[config.mk]
export PLATFORM = sky130hd
export DESIGN_NAME = dfr_decrement_core
export DESIGN_NICKNAME = d
export VERILOG_FILES = /design/src/verilog/dfr_pkg.sv /design/src/verilog/dfr_decrement_core.sv /design/src/verilog/dfr_addr_unit.sv /design/src/verilog/dfr_dec_alu.sv
export SDC_FILE = /design/constraint.sdc
export NUM_CORES = 1
export LEC_CHECK = 0
export BUFFER_PORTS_ARGS = -buffer_cell sky130_fd_sc_hd__buf_2
export CORE_MARGIN = 2
export CORE_UTILIZATION = 50
export CTS_CLUSTER_DIAMETER = 30
export DETAILED_ROUTE_END_ITERATION = 8
export PLACE_DENSITY = 0.76
export SLEW_MARGIN = 20
export SYNTH_ARGS = -nofsm -noshare
export SYNTH_HDL_FRONTEND = slang
export SYNTH_SLANG_ARGS = --single-unit
export TNS_END_PERCENT = 20
[constraint.sdc]
create_clock -name sys_clk_i -period 1.9 [get_ports sys_clk_i]
set_input_delay 0 -clock sys_clk_i [delete_from_list [all_inputs] [get_ports sys_clk_i]]
set_output_delay 0 -clock sys_clk_i [all_outputs]
set_load 0.05 [all_outputs]
[src/verilog/dfr_pkg.sv]
// constants shared by the decrement-file-register executor and its helpers
// assumes a single 100 MHz core clock; nothing here holds state
package dfr_pkg;

  // core clock and register bus geometry
  localparam int CLK_PERIOD_NS = 10;
  localparam int BUS_DW = 16;
  localparam int REG_AW = 4;
  localparam int BYTE_W = 8;

  // register indices on the plain register port
  localparam logic [REG_AW-1:0] REG_CTRL = 4'h0;
  localparam logic [REG_AW-1:0] REG_BANK = 4'h1;
  localparam logic [REG_AW-1:0] REG_WORK = 4'h2;
  localparam logic [REG_AW-1:0] REG_STATUS = 4'h3;
  localparam logic [REG_AW-1:0] REG_INDEX = 4'h4;
  localparam logic [REG_AW-1:0] REG_INSN = 4'h5;
  localparam logic [REG_AW-1:0] REG_RESULT = 4'h6;

  // control register fields
  localparam int CTRL_EXT_BIT = 0;

  // status register fields
  localparam int ST_C = 0;
  localparam int ST_DC = 1;
  localparam int ST_Z = 2;
  localparam int ST_OV = 3;
  localparam int ST_N = 4;
  localparam int ST_BUSY = 5;
  localparam int ST_ILLEGAL = 6;
  localparam int FLAG_W = 5;

  // instruction word layout
  localparam int INSN_W = 16;
  localparam int OPC_LSB = 10;
  localparam int DEST_BIT = 9;
  localparam int ACC_BIT = 8;
  localparam int FILE_W = 8;
  localparam logic [5:0] OPC_DEC = 6'h01;
  localparam logic [5:0] OPC_DSZ = 6'h0b;

  // addressing and arithmetic constants
  localparam logic [FILE_W-1:0] LIT_OFFSET_MAX = 8'h5f;
  localparam logic [FILE_W-1:0] DEC_STEP = 8'h01;
  localparam logic [3:0] NIBBLE_ZERO = 4'h0;
  localparam logic [FILE_W-1:0] SIGN_MIN = 8'h80;

  // reset values
  localparam logic [FLAG_W-1:0] FLAGS_RST = 5'h00;
  localparam logic [BYTE_W-1:0] BYTE_RST = 8'h00;
  localparam logic [INSN_W-1:0] INSN_RST = 16'h0000;

  // quarter phases of one instruction cycle
  typedef enum logic [2:0] {PH_IDLE, PH_Q1, PH_Q2, PH_Q3, PH_Q4} dfr_phase_e;

endpackage

[src/verilog/dfr_decrement_core.sv]
// decode and execute unit for the decrement-file-register instruction
// assumes a same-clock data memory answering a read strobe one cycle later
//
// Summary of operation
// - recognise word 0000 01da ffff ffff as the decrement instruction
// - compute addressed byte minus one and route it to a destination
// - destination bit 0 writes working register, 1 writes back to memory
// - access bit 0 uses access bank, 1 takes bank from bank select register
// - access 0 with extended set and address at most 5f uses indexed offset
// - decrement updates carry, digit carry, negative, overflow and zero flags
// - one word, one cycle: decode, read, process, write in four quarters
// - decrement-skip-zero accepts the same file, destination and access operands
//
// Decided for this implementation: strobed register access and the placing of the registers.
`timescale 1ns/10ps
`default_nettype none
module dfr_decrement_core #(
  parameter int BANK_W = 4
) (
  // clock and reset
  input wire logic sys_clk_i,
  input wire logic reset_i,
  // register port
  input wire logic [dfr_pkg::REG_AW-1:0] reg_addr_i,
  input wire logic [dfr_pkg::BUS_DW-1:0] reg_wdata_i,
  input wire logic reg_wr_i,
  input wire logic reg_rd_i,
  output logic [dfr_pkg::BUS_DW-1:0] reg_rdata_o,
  // data memory port
  output logic [BANK_W+dfr_pkg::FILE_W-1:0] mem_addr_o,
  output logic mem_rd_o,
  input wire logic [dfr_pkg::BYTE_W-1:0] mem_rdata_i,
  output logic mem_wr_o,
  output logic [dfr_pkg::BYTE_W-1:0] mem_wdata_o,
  // core state
  output logic [dfr_pkg::BYTE_W-1:0] working_register_o,
  output logic [dfr_pkg::FLAG_W-1:0] flags_o,
  output logic busy_o
);
  localparam int AW = BANK_W + dfr_pkg::FILE_W;

  generate
    if (BANK_W < 1 || BANK_W > dfr_pkg::BUS_DW - dfr_pkg::FILE_W) begin : g_bad_bank
      $error("dfr_decrement_core: BANK_W out of range");
    end
  endgenerate

  dfr_pkg::dfr_phase_e phase;
  logic [dfr_pkg::INSN_W-1:0] insn;
  logic ext_en;
  logic [BANK_W-1:0] bank_select_register;
  logic [AW-1:0] index_base;
  logic illegal;
  logic exec_dest;
  logic exec_is_dec;
  logic [dfr_pkg::BYTE_W-1:0] operand;
  logic [dfr_pkg::BYTE_W-1:0] result;
  logic [dfr_pkg::FLAG_W-1:0] flags_pend;

  logic launch;
  logic is_dec;
  logic is_dsz;
  logic recognised;
  logic [AW-1:0] next_addr;
  logic indexed;
  logic [dfr_pkg::BYTE_W-1:0] alu_result;
  logic [dfr_pkg::FLAG_W-1:0] alu_flags;
  logic [dfr_pkg::BUS_DW-1:0] next_rdata;

  // a new word is only taken while idle; writes during execution are dropped
  assign launch = reg_wr_i && (reg_addr_i == dfr_pkg::REG_INSN) && (phase == dfr_pkg::PH_IDLE);
  assign is_dec = (insn[dfr_pkg::INSN_W-1:dfr_pkg::OPC_LSB] == dfr_pkg::OPC_DEC);
  assign is_dsz = (insn[dfr_pkg::INSN_W-1:dfr_pkg::OPC_LSB] == dfr_pkg::OPC_DSZ);
  assign recognised = is_dec || is_dsz;

  dfr_addr_unit #(
    .BANK_W(BANK_W)
  ) u_addr (
    .file_addr_i(insn[dfr_pkg::FILE_W-1:0]),
    .access_sel_i(insn[dfr_pkg::ACC_BIT]),
    .ext_en_i(ext_en),
    .bank_i(bank_select_register),
    .index_i(index_base),
    .addr_o(next_addr),
    .indexed_o(indexed)
  );

  dfr_dec_alu u_alu (
    .operand_i(mem_rdata_i),
    .result_o(alu_result),
    .flags_o(alu_flags)
  );

  // quarter phase sequencer
  always_ff @(posedge sys_clk_i) begin
    if (reset_i) begin
      phase <= dfr_pkg::PH_IDLE;
    end else begin
      unique case (phase)
        dfr_pkg::PH_IDLE: begin
          if (launch) begin
            phase <= dfr_pkg::PH_Q1;
          end
        end
        dfr_pkg::PH_Q1: begin
          phase <= recognised ? dfr_pkg::PH_Q2 : dfr_pkg::PH_IDLE;
        end
        dfr_pkg::PH_Q2: begin
          phase <= dfr_pkg::PH_Q3;
        end
        dfr_pkg::PH_Q3: begin
          phase <= dfr_pkg::PH_Q4;
        end
        dfr_pkg::PH_Q4: begin
          phase <= dfr_pkg::PH_IDLE;
        end
        // three of the eight codes are unused; recover to idle if one appears
        default: begin
          phase <= dfr_pkg::PH_IDLE;
        end
      endcase
    end
  end

  // instruction word and decoded controls
  always_ff @(posedge sys_clk_i) begin
    if (reset_i) begin
      insn <= dfr_pkg::INSN_RST;
      exec_dest <= 1'b0;
      exec_is_dec <= 1'b0;
    end else begin
      if (launch) begin
        insn <= reg_wdata_i;
      end
      if (phase == dfr_pkg::PH_Q1) begin
        exec_dest <= insn[dfr_pkg::DEST_BIT];
        exec_is_dec <= is_dec;
      end
    end
  end

  // an unknown word is reported and retired after decode
  always_ff @(posedge sys_clk_i) begin
    if (reset_i) begin
      illegal <= 1'b0;
    end else if (phase == dfr_pkg::PH_Q1 && !recognised) begin
      illegal <= 1'b1;
    end else if (launch) begin
      illegal <= 1'b0;
    end
  end

  // memory read in the second quarter
  always_ff @(posedge sys_clk_i) begin
    if (reset_i) begin
      mem_addr_o <= '0;
      mem_rd_o <= 1'b0;
    end else begin
      mem_rd_o <= (phase == dfr_pkg::PH_Q1) && recognised;
      if (phase == dfr_pkg::PH_Q1 && recognised) begin
        mem_addr_o <= next_addr;
      end
    end
  end

  // process data in the third quarter
  always_ff @(posedge sys_clk_i) begin
    if (reset_i) begin
      operand <= dfr_pkg::BYTE_RST;
      result <= dfr_pkg::BYTE_RST;
      flags_pend <= dfr_pkg::FLAGS_RST;
    end else if (phase == dfr_pkg::PH_Q3) begin
      operand <= mem_rdata_i;
      result <= alu_result;
      flags_pend <= alu_flags;
    end
  end

  // write-back to the file location in the fourth quarter
  always_ff @(posedge sys_clk_i) begin
    if (reset_i) begin
      mem_wr_o <= 1'b0;
      mem_wdata_o <= dfr_pkg::BYTE_RST;
    end else begin
      mem_wr_o <= (phase == dfr_pkg::PH_Q3) && exec_dest;
      if (phase == dfr_pkg::PH_Q3) begin
        mem_wdata_o <= alu_result;
      end
    end
  end

  // working register: the core's own write wins over a software write
  always_ff @(posedge sys_clk_i) begin
    if (reset_i) begin
      working_register_o <= dfr_pkg::BYTE_RST;
    end else if (phase == dfr_pkg::PH_Q4 && !exec_dest) begin
      working_register_o <= result;
    end else if (reg_wr_i && reg_addr_i == dfr_pkg::REG_WORK) begin
      working_register_o <= reg_wdata_i[dfr_pkg::BYTE_W-1:0];
    end
  end

  // arithmetic flags; the skip form leaves them alone
  always_ff @(posedge sys_clk_i) begin
    if (reset_i) begin
      flags_o <= dfr_pkg::FLAGS_RST;
    end else if (phase == dfr_pkg::PH_Q4 && exec_is_dec) begin
      flags_o <= flags_pend;
    end
  end

  // software configuration registers
  always_ff @(posedge sys_clk_i) begin
    if (reset_i) begin
      ext_en <= 1'b0;
      bank_select_register <= '0;
      index_base <= '0;
    end else if (reg_wr_i) begin
      if (reg_addr_i == dfr_pkg::REG_CTRL) begin
        ext_en <= reg_wdata_i[dfr_pkg::CTRL_EXT_BIT];
      end
      if (reg_addr_i == dfr_pkg::REG_BANK) begin
        bank_select_register <= reg_wdata_i[BANK_W-1:0];
      end
      if (reg_addr_i == dfr_pkg::REG_INDEX) begin
        index_base <= reg_wdata_i[AW-1:0];
      end
    end
  end

  always_ff @(posedge sys_clk_i) begin
    if (reset_i) begin
      busy_o <= 1'b0;
    end else begin
      busy_o <= launch || (phase != dfr_pkg::PH_IDLE && phase != dfr_pkg::PH_Q4);
    end
  end

  // read mux; unmapped indices read as zero
  always_comb begin
    next_rdata = '0;
    unique case (reg_addr_i)
      dfr_pkg::REG_CTRL: next_rdata[dfr_pkg::CTRL_EXT_BIT] = ext_en;
      dfr_pkg::REG_BANK: next_rdata[BANK_W-1:0] = bank_select_register;
      dfr_pkg::REG_WORK: next_rdata[dfr_pkg::BYTE_W-1:0] = working_register_o;
      dfr_pkg::REG_STATUS: begin
        next_rdata[dfr_pkg::FLAG_W-1:0] = flags_o;
        next_rdata[dfr_pkg::ST_BUSY] = busy_o;
        next_rdata[dfr_pkg::ST_ILLEGAL] = illegal;
      end
      dfr_pkg::REG_INDEX: next_rdata[AW-1:0] = index_base;
      dfr_pkg::REG_INSN: next_rdata = insn;
      dfr_pkg::REG_RESULT: next_rdata[dfr_pkg::BYTE_W-1:0] = result;
      default: next_rdata = '0;
    endcase
  end

  always_ff @(posedge sys_clk_i) begin
    if (reset_i) begin
      reg_rdata_o <= '0;
    end else if (reg_rd_i) begin
      reg_rdata_o <= next_rdata;
    end else begin
      reg_rdata_o <= '0;
    end
  end
endmodule
`default_nettype wire

[src/verilog/dfr_addr_unit.sv]
// operand address former for byte-oriented file instructions
// assumes the caller supplies stable operand fields during the decode phase
`timescale 1ns/10ps
`default_nettype none
module dfr_addr_unit #(
  parameter int BANK_W = 4
) (
  // operand fields
  input wire logic [dfr_pkg::FILE_W-1:0] file_addr_i,
  input wire logic access_sel_i,
  // mode and base registers
  input wire logic ext_en_i,
  input wire logic [BANK_W-1:0] bank_i,
  input wire logic [BANK_W+dfr_pkg::FILE_W-1:0] index_i,
  // formed address
  output logic [BANK_W+dfr_pkg::FILE_W-1:0] addr_o,
  output logic indexed_o
);
  localparam int AW = BANK_W + dfr_pkg::FILE_W;
  logic [AW-1:0] sum;

  assign sum = AW'(index_i + AW'(file_addr_i));
  // access-bank addresses up to 5f sit in bank zero unless indexed, the rest in the top bank
  assign indexed_o = !access_sel_i && ext_en_i && (file_addr_i <= dfr_pkg::LIT_OFFSET_MAX);

  always_comb begin
    if (access_sel_i) begin
      addr_o = {bank_i, file_addr_i};
    end else if (indexed_o) begin
      addr_o = sum;
    end else if (file_addr_i <= dfr_pkg::LIT_OFFSET_MAX) begin
      addr_o = {{BANK_W{1'b0}}, file_addr_i};
    end else begin
      addr_o = {{BANK_W{1'b1}}, file_addr_i};
    end
  end
endmodule
`default_nettype wire

[src/verilog/dfr_dec_alu.sv]
// byte decrementer with arithmetic flag generation
// purely combinational; the caller registers both result and flags
`timescale 1ns/10ps
`default_nettype none
module dfr_dec_alu (
  // operand
  input wire logic [dfr_pkg::BYTE_W-1:0] operand_i,
  // result and flags
  output logic [dfr_pkg::BYTE_W-1:0] result_o,
  output logic [dfr_pkg::FLAG_W-1:0] flags_o
);
  assign result_o = dfr_pkg::BYTE_W'(operand_i - dfr_pkg::DEC_STEP);
  // carries are inverted borrows of the subtraction of one
  assign flags_o[dfr_pkg::ST_C] = (operand_i != dfr_pkg::BYTE_RST);
  assign flags_o[dfr_pkg::ST_DC] = (operand_i[3:0] != dfr_pkg::NIBBLE_ZERO);
  assign flags_o[dfr_pkg::ST_Z] = (result_o == dfr_pkg::BYTE_RST);
  assign flags_o[dfr_pkg::ST_OV] = (operand_i == dfr_pkg::SIGN_MIN);
  assign flags_o[dfr_pkg::ST_N] = result_o[dfr_pkg::BYTE_W-1];
endmodule
`default_nettype wire

==> impl_metrics.env, run 1 <==
export IMPL_grt_max_degree=80
export IMPL_cts_sinks=95
export IMPL_end_kind="register"
export IMPL_regArea_um2=1900
export IMPL_placed_cells=717
export IMPL_violations="setup timing"
export IMPL_power_leakage_nw=2.25
export IMPL_fin_crit_sh_pct=107
export IMPL_hold_viol=0
export IMPL_antennaDiodeCount=0
export IMPL_crit_fanout=4
export IMPL_drive_above_1_share_pct=23.2
export IMPL_postRouteAntennaNets=0
export IMPL_path_clk_slew_ns=0.10
export IMPL_synth_distinct_cells=60
export IMPL_power_mw=3.55
export IMPL_port_buffers=83
export IMPL_slew_violations=0
export IMPL_synth_top_area_share_pct=42.8
export IMPL_die_y_um=98.2
export IMPL_whs_ns=0.0235
export IMPL_cpPeakStageDelay_ns=0.42
export IMPL_worst_slew_pin_slew_ns=0.835
export IMPL_hold_path_class="input port to register"
export IMPL_rr_worst_depth=8
export IMPL_cp_cell_sequence="ha_4 > inv_1 > fa_2 > nor2b_2 > o31a_1 > nor3b_1 > or4_1 > a311oi_2"
export IMPL_ios=84
export IMPL_crit_required_ns=2.19
export IMPL_yosys_warnings=0
export IMPL_final_cell_count_no_fill=754
export IMPL_finalWeightedCongestion=0.903
export IMPL_min_period_ns=2.02
export IMPL_grtUsageTotal_pct=25.7
export IMPL_vias=4332
export IMPL_max_freq_mhz=494
export IMPL_dpl_cell_area_um2=5100
export IMPL_fin_ws_ns=-0.124
export IMPL_syn_area_um2=4440
export IMPL_die_area_um2=9650
export IMPL_yosys_cell_count_top_type="dfxtp_1"
export IMPL_drc=0
export IMPL_root_buffer="clkbuf_8"
export IMPL_maxCapViolCount=0
export IMPL_wl_per_cell_um=16.1
export IMPL_post_route_cell_area_um2=5500
export IMPL_syn_inst=531
export IMPL_grt_pass1_vias=4126
export IMPL_grt_ovfl_total=0
export IMPL_ys_flop_type="dfxtp_1"
export IMPL_finClkSkew_ns=0.0100
export IMPL_seq_area_frac_synth_pct=42.8
export IMPL_crit_type="register to register"
export IMPL_cts_tree="yes"
export IMPL_syn_avg_cell_area_um2=8.36
export IMPL_worstPathArrival_ns=2.31
export IMPL_status="finished with violations"
export IMPL_fin_nets=685
export IMPL_startpoint_type="register"
export IMPL_cts_buffers_inserted=9
export IMPL_startpoint="index_base[0]"
export IMPL_finalSetupViolCount=2
export IMPL_synth_edff_count=0
export IMPL_core_um2=8680
export IMPL_start_util_pct=51.2
export IMPL_cts_setup_buffers=0
export IMPL_grt_pass1_wl_mm=20.1
export IMPL_area_growth_syn_to_layout_pct=23.8
export IMPL_num_fill_cells=766
export IMPL_rsz0062_at_grt="true"
export IMPL_antenna_found_initial=0
export IMPL_cts_max_level=3
export IMPL_multiInputGateArea_um2=2350
export IMPL_slew_headroom_pct=44.3
export IMPL_r2r_slack_ns=-0.12
export IMPL_r2r_start="index_base[0]"
export IMPL_clockBufferDepth=2
export IMPL_yosys_top_cells_count="dfxtp_1 (95), nand2_1 (74), nor2_1 (60), a21oi_1 (46), nand3_1 (26)"
export IMPL_wl_mm=12.2
export IMPL_yosysTopAreaCell="dfxtp_1"
export IMPL_synth_nets=575
export IMPL_async_flop_share_pct=0
export IMPL_cp_endpoint="mem_addr_o[10]"
export IMPL_clock_latency_ns=0.37
export IMPL_synth_seq_cells=95
export IMPL_dr_pass1_iters=5
export IMPL_peakVddDrop_mv=0.355
export IMPL_avgViaCountPerCell=5.75
export IMPL_dp_hpwl_mm=8.80
export IMPL_power_density_nw_per_um2=645
export IMPL_cp_slowest_cell="or4_1"
export IMPL_drt_iter0_markers=318
export IMPL_dieWidth_um=98.2
export IMPL_timing_rr_end="mem_addr_o[10]"
export IMPL_rows=34
export IMPL_synthTopCellsByArea="dfxtp_1 (43%), nand2_1 (6.3%), a21oi_1 (5.2%)"
[kinds of logic (layout without fill, tap and decap cells)]
logic type | Yosys count | in the layout | share of synthesized area (%)
buf+inv | 48 | 163 | 4.87
compound gates | 132 | 132 | 20.0
simple gates | 219 | 219 | 23.4
flops | 95 | 95 | 42.8
fa+ha+maj | 12 | 12 | 3.55
mux | 14 | 14 | 3.18
xor+xnor | 11 | 11 | 2.17
[cell type report]
class,instances,share of cell area [%]
clock inverter,6,0.819
multi-input combinational,388,42.8
clock buffer,10,2.50
inverter,10,0.683
tap,108,2.46
timing repair buffer,137,16.1
sequential,95,34.6
[report_power, final]
group          leakage [nW]  switching [mW]  internal, mW
logic                  1.38           0.164         0.110
clock network        0.0966           0.741         0.519
registers             0.767          0.0122          2.00
[state kept, by name, summed over array words and instances, names as in the netlist]
signal	count
insn	16
reg_rdata_o	16
index_base	12
mem_addr_o	12
working_register_o	8
mem_wdata_o	7
flags_o	5
flags_pend	5
bank_select_register	4
phase	3
busy_o	1
exec_dest	1
exec_is_dec	1
ext_en	1
illegal	1
mem_rd_o	1
mem_wr_o	1
[critical path: cells and delay by family (launching register included)]
| kind | cells | cell delay, ns |
|---|---|---|
| AO/OA/AOI/OAI | 2 | 0.43 |
| adder cells (fa/ha/maj) | 2 | 0.47 |
| buffers and inverters | 1 | 0.04 |
| flip-flops | 1 | 0.37 |
| AND/OR/NAND/NOR | 3 | 0.63 |
[layout by cell type (no fill, tap or decap), types with 3 or more instances in the layout]
cell type and instances:
nand2b_1 4, clkinv_4 3, clkbuf_8 10, or3_1 4, ha_1 10, a211oi_1 14
and2_1 6, inv_1 8, mux2i_1 13, a222oi_1 4, and3_1 6, nand3_1 26
buf_4 32, a22oi_1 16, dfxtp_1 93, a21oi_1 46, o21ai_1 8, a31oi_1 3
o211ai_1 5, buf_2 83, xor2_1 6, nor2b_1 7, nand3b_1 4, nand2_1 74
o21ai_0 4, a311oi_1 12, nor2_1 60, xnor2_1 5, dlygate4sd3_1 21, nor3_2 3
nor3_1 10
[metal layers]
metal  vias to the layer above  global-route usage, %  wire, µm
met5                         -                      0         0
met4                         0                   9.69       382
met3                        33                   6.51       858
met2                       168                   40.1      5560
met1                      2004                   34.5      5360
li1                       2127                      -         -
[worst min path at each step]
stage               cells past startpoint  slack, ns           start             end
floorplan                               1        0.1  mem_rdata_i[0]  mem_wdata_o[0]
global placement                        2       0.24  mem_rdata_i[0]  mem_wdata_o[0]
detailed placement                      2       0.24  mem_rdata_i[0]  mem_wdata_o[0]
CTS                                     3      0.006        reg_wr_i          busy_o
global route                            4       0.03  mem_rdata_i[2]  mem_wdata_o[2]
finish                                  3       0.02        reg_wr_i          busy_o
[stage by stage]
stage          util [%]  TNS, ns  worst slack [ns]
6_report           63.3   -0.179            -0.124
5_1_grt            63.3   -0.698            -0.238
3_3_place_gp       58.7  -0.0855           -0.0816
3_5_place_dp       58.7   -0.215            -0.152
2_1_floorplan         -  -0.0413           -0.0413
4_1_cts            63.3   -0.256            -0.160
[what timing repair did]
action                                  4_1_cts  5_1_grt
endpoints found under the hold margin        48        0
endpoints found under the setup margin        3        7
hold buffers                                 21        0
resized for setup                             0        2
pin swaps                                     2        0
(Power assumes the default switching activity.)
==> run 2: changes to the inputs <==
Settings changed: RECOVER_POWER from default to 25.
==> impl_metrics.env, run 2 (same netlist as run 1, synthesis figures left out) <==
export IMPL_power_mw=3.54
export IMPL_clockBufferDepth=2
export IMPL_fin_crit_sh_pct=107
export IMPL_drc=0
export IMPL_grt_max_degree=80
export IMPL_die_area_um2=9650
export IMPL_vias=4330
export IMPL_dp_hpwl_mm=8.80
export IMPL_wl_per_cell_um=16.1
export IMPL_cts_tree="yes"
export IMPL_postRouteAntennaNets=0
export IMPL_slew_violations=0
export IMPL_root_buffer="clkbuf_8"
export IMPL_power_density_nw_per_um2=648
export IMPL_finClkSkew_ns=0.0113
export IMPL_cp_cell_sequence="ha_4 > inv_1 > fa_2 > nor2b_2 > o31a_1 > nor3b_1 > or4_1 > a311oi_2"
export IMPL_cpPeakStageDelay_ns=0.42
export IMPL_holdPathStages=3
export IMPL_largestRegisters="insn x16, reg_rdata_o x16"
export IMPL_power_leakage_nw=2.18
export IMPL_cp_depth=8
export IMPL_cts_sinks=95
export IMPL_drt_iter0_markers=327
export IMPL_cts_buffers_inserted=9
export IMPL_cts_setup_buffers=0
export IMPL_dieWidth_um=98.2
export IMPL_startpoint_type="register"
export IMPL_grt_pass1_wl_mm=20.1
export IMPL_crit_fanout=4
export IMPL_finalWeightedCongestion=0.903
export IMPL_crit_type="register to register"
export IMPL_core_um2=8680
export IMPL_violations="setup timing"
export IMPL_critPathBufInv=1
export IMPL_start_util_pct=51.2
export IMPL_rsz0062_at_grt="true"
export IMPL_fin_ws_ns=-0.124
export IMPL_grt_pass1_vias=4126
export IMPL_grtUsageTotal_pct=25.7
export IMPL_ios=84
export IMPL_slew_headroom_pct=35.9
export IMPL_finalSetupViolCount=4
export IMPL_rr_worst_depth=8
export IMPL_drive_above_1_share_pct=20.6
export IMPL_port_buffers=83
export IMPL_antenna_found_initial=0
export IMPL_peakVddDrop_mv=0.354
export IMPL_layout_common_cells="dfxtp_1 (93), nand2_1 (74), buf_2 (70)"
export IMPL_area_growth_syn_to_layout_pct=23.2
export IMPL_cts_max_level=3
export IMPL_path_clk_slew_ns=0.10
export IMPL_die_y_um=98.2
export IMPL_grt_ovfl_total=0
export IMPL_clock_latency_ns=0.37
export IMPL_end_kind="register"
export IMPL_status="finished with violations"
export IMPL_cp_slowest_cell="or4_1"
export IMPL_max_freq_mhz=494
export IMPL_fin_nets=685
export IMPL_worst_slew_pin_slew_ns=0.961
export IMPL_whs_ns=0.0262
export IMPL_r2r_slack_ns=-0.12
export IMPL_rows=34
export IMPL_crit_required_ns=2.19
export IMPL_worstPathArrival_ns=2.31
export IMPL_dr_pass1_iters=5
export IMPL_antennaDiodeCount=0
export IMPL_mostFrequentLayoutCell="dfxtp_1"
export IMPL_maxCapViolCount=0
export IMPL_min_period_ns=2.02
export IMPL_cp_top_family="simple AND/OR/NAND/NOR gates"
export IMPL_wl_mm=12.2
export IMPL_hold_path_class="input port to register"
export IMPL_hold_viol=0
export IMPL_finish_utilization_pct=63.0
export IMPL_avgViaCountPerCell=5.74
[run 2: timing repair]
action                                 in CTS  in global routing
gates resized for setup                     0                  2
endpoints found under the hold margin      48                  0
setup endpoints to repair                   3                  7
pin swaps                                   2                  0
hold buffers                               21                  0
[run 2: cell type report]
| class | instances | area (µm²) |
|---|---|---|
| flip-flops and latches | 95 | 1900 |
| repair buffers | 137 | 858 |
| well taps | 108 | 135 |
| multi-input cells | 388 | 2350 |
| fillers | 771 | 3210 |
| clock inverters | 6 | 45.0 |
| clock buffers | 10 | 138 |
| inverters | 10 | 37.5 |
[run 2: worst paths after layout]
path | startpoint | end
hold reg to reg | mem_addr_o[1] | mem_addr_o[1]
setup / recovery | index_base[0] | mem_addr_o[10]
setup reg to reg | index_base[0] | mem_addr_o[10]
hold / removal | reg_wr_i | busy_o
[run 2: report_power, final]
part           internal [mW]  switching [mW]
Clock                  0.519           0.738
Sequential              2.00          0.0122
Combinational          0.108           0.165
Total                   2.63           0.915
[run 2: worst min-delay path, delay by kind of cell]
kind | cells | cell delay, ns
buf+inv | 1 | 0.12
simple gates | 1 | 0.15
compound gates | 1 | 0.08
[run 2: stage by stage]
| stage | instances | instance area (µm²) | setup WS (ns) | setup TNS [ns] |
|---|---|---|---|---|
| finish | 754 | 5470 | -0.124 | -0.234 |
| global placement | 717 | 5100 | -0.0816 | -0.0855 |
| floorplan | 531 | 4460 | -0.0413 | -0.0413 |
| CTS | 754 | 5490 | -0.160 | -0.256 |
| detailed placement | 717 | 5100 | -0.152 | -0.215 |
| global route | 754 | 5470 | -0.238 | -1.35 |
[run 2: per-layer routing]
metal  vias up  part of all wire (%)  track usage, %
met5         -                     0               0
met4         0                   2.9            9.69
met3        33                   7.0            6.51
met2       171                    46            40.1
met1      2002                    44            34.5
li1       2124                     -               -
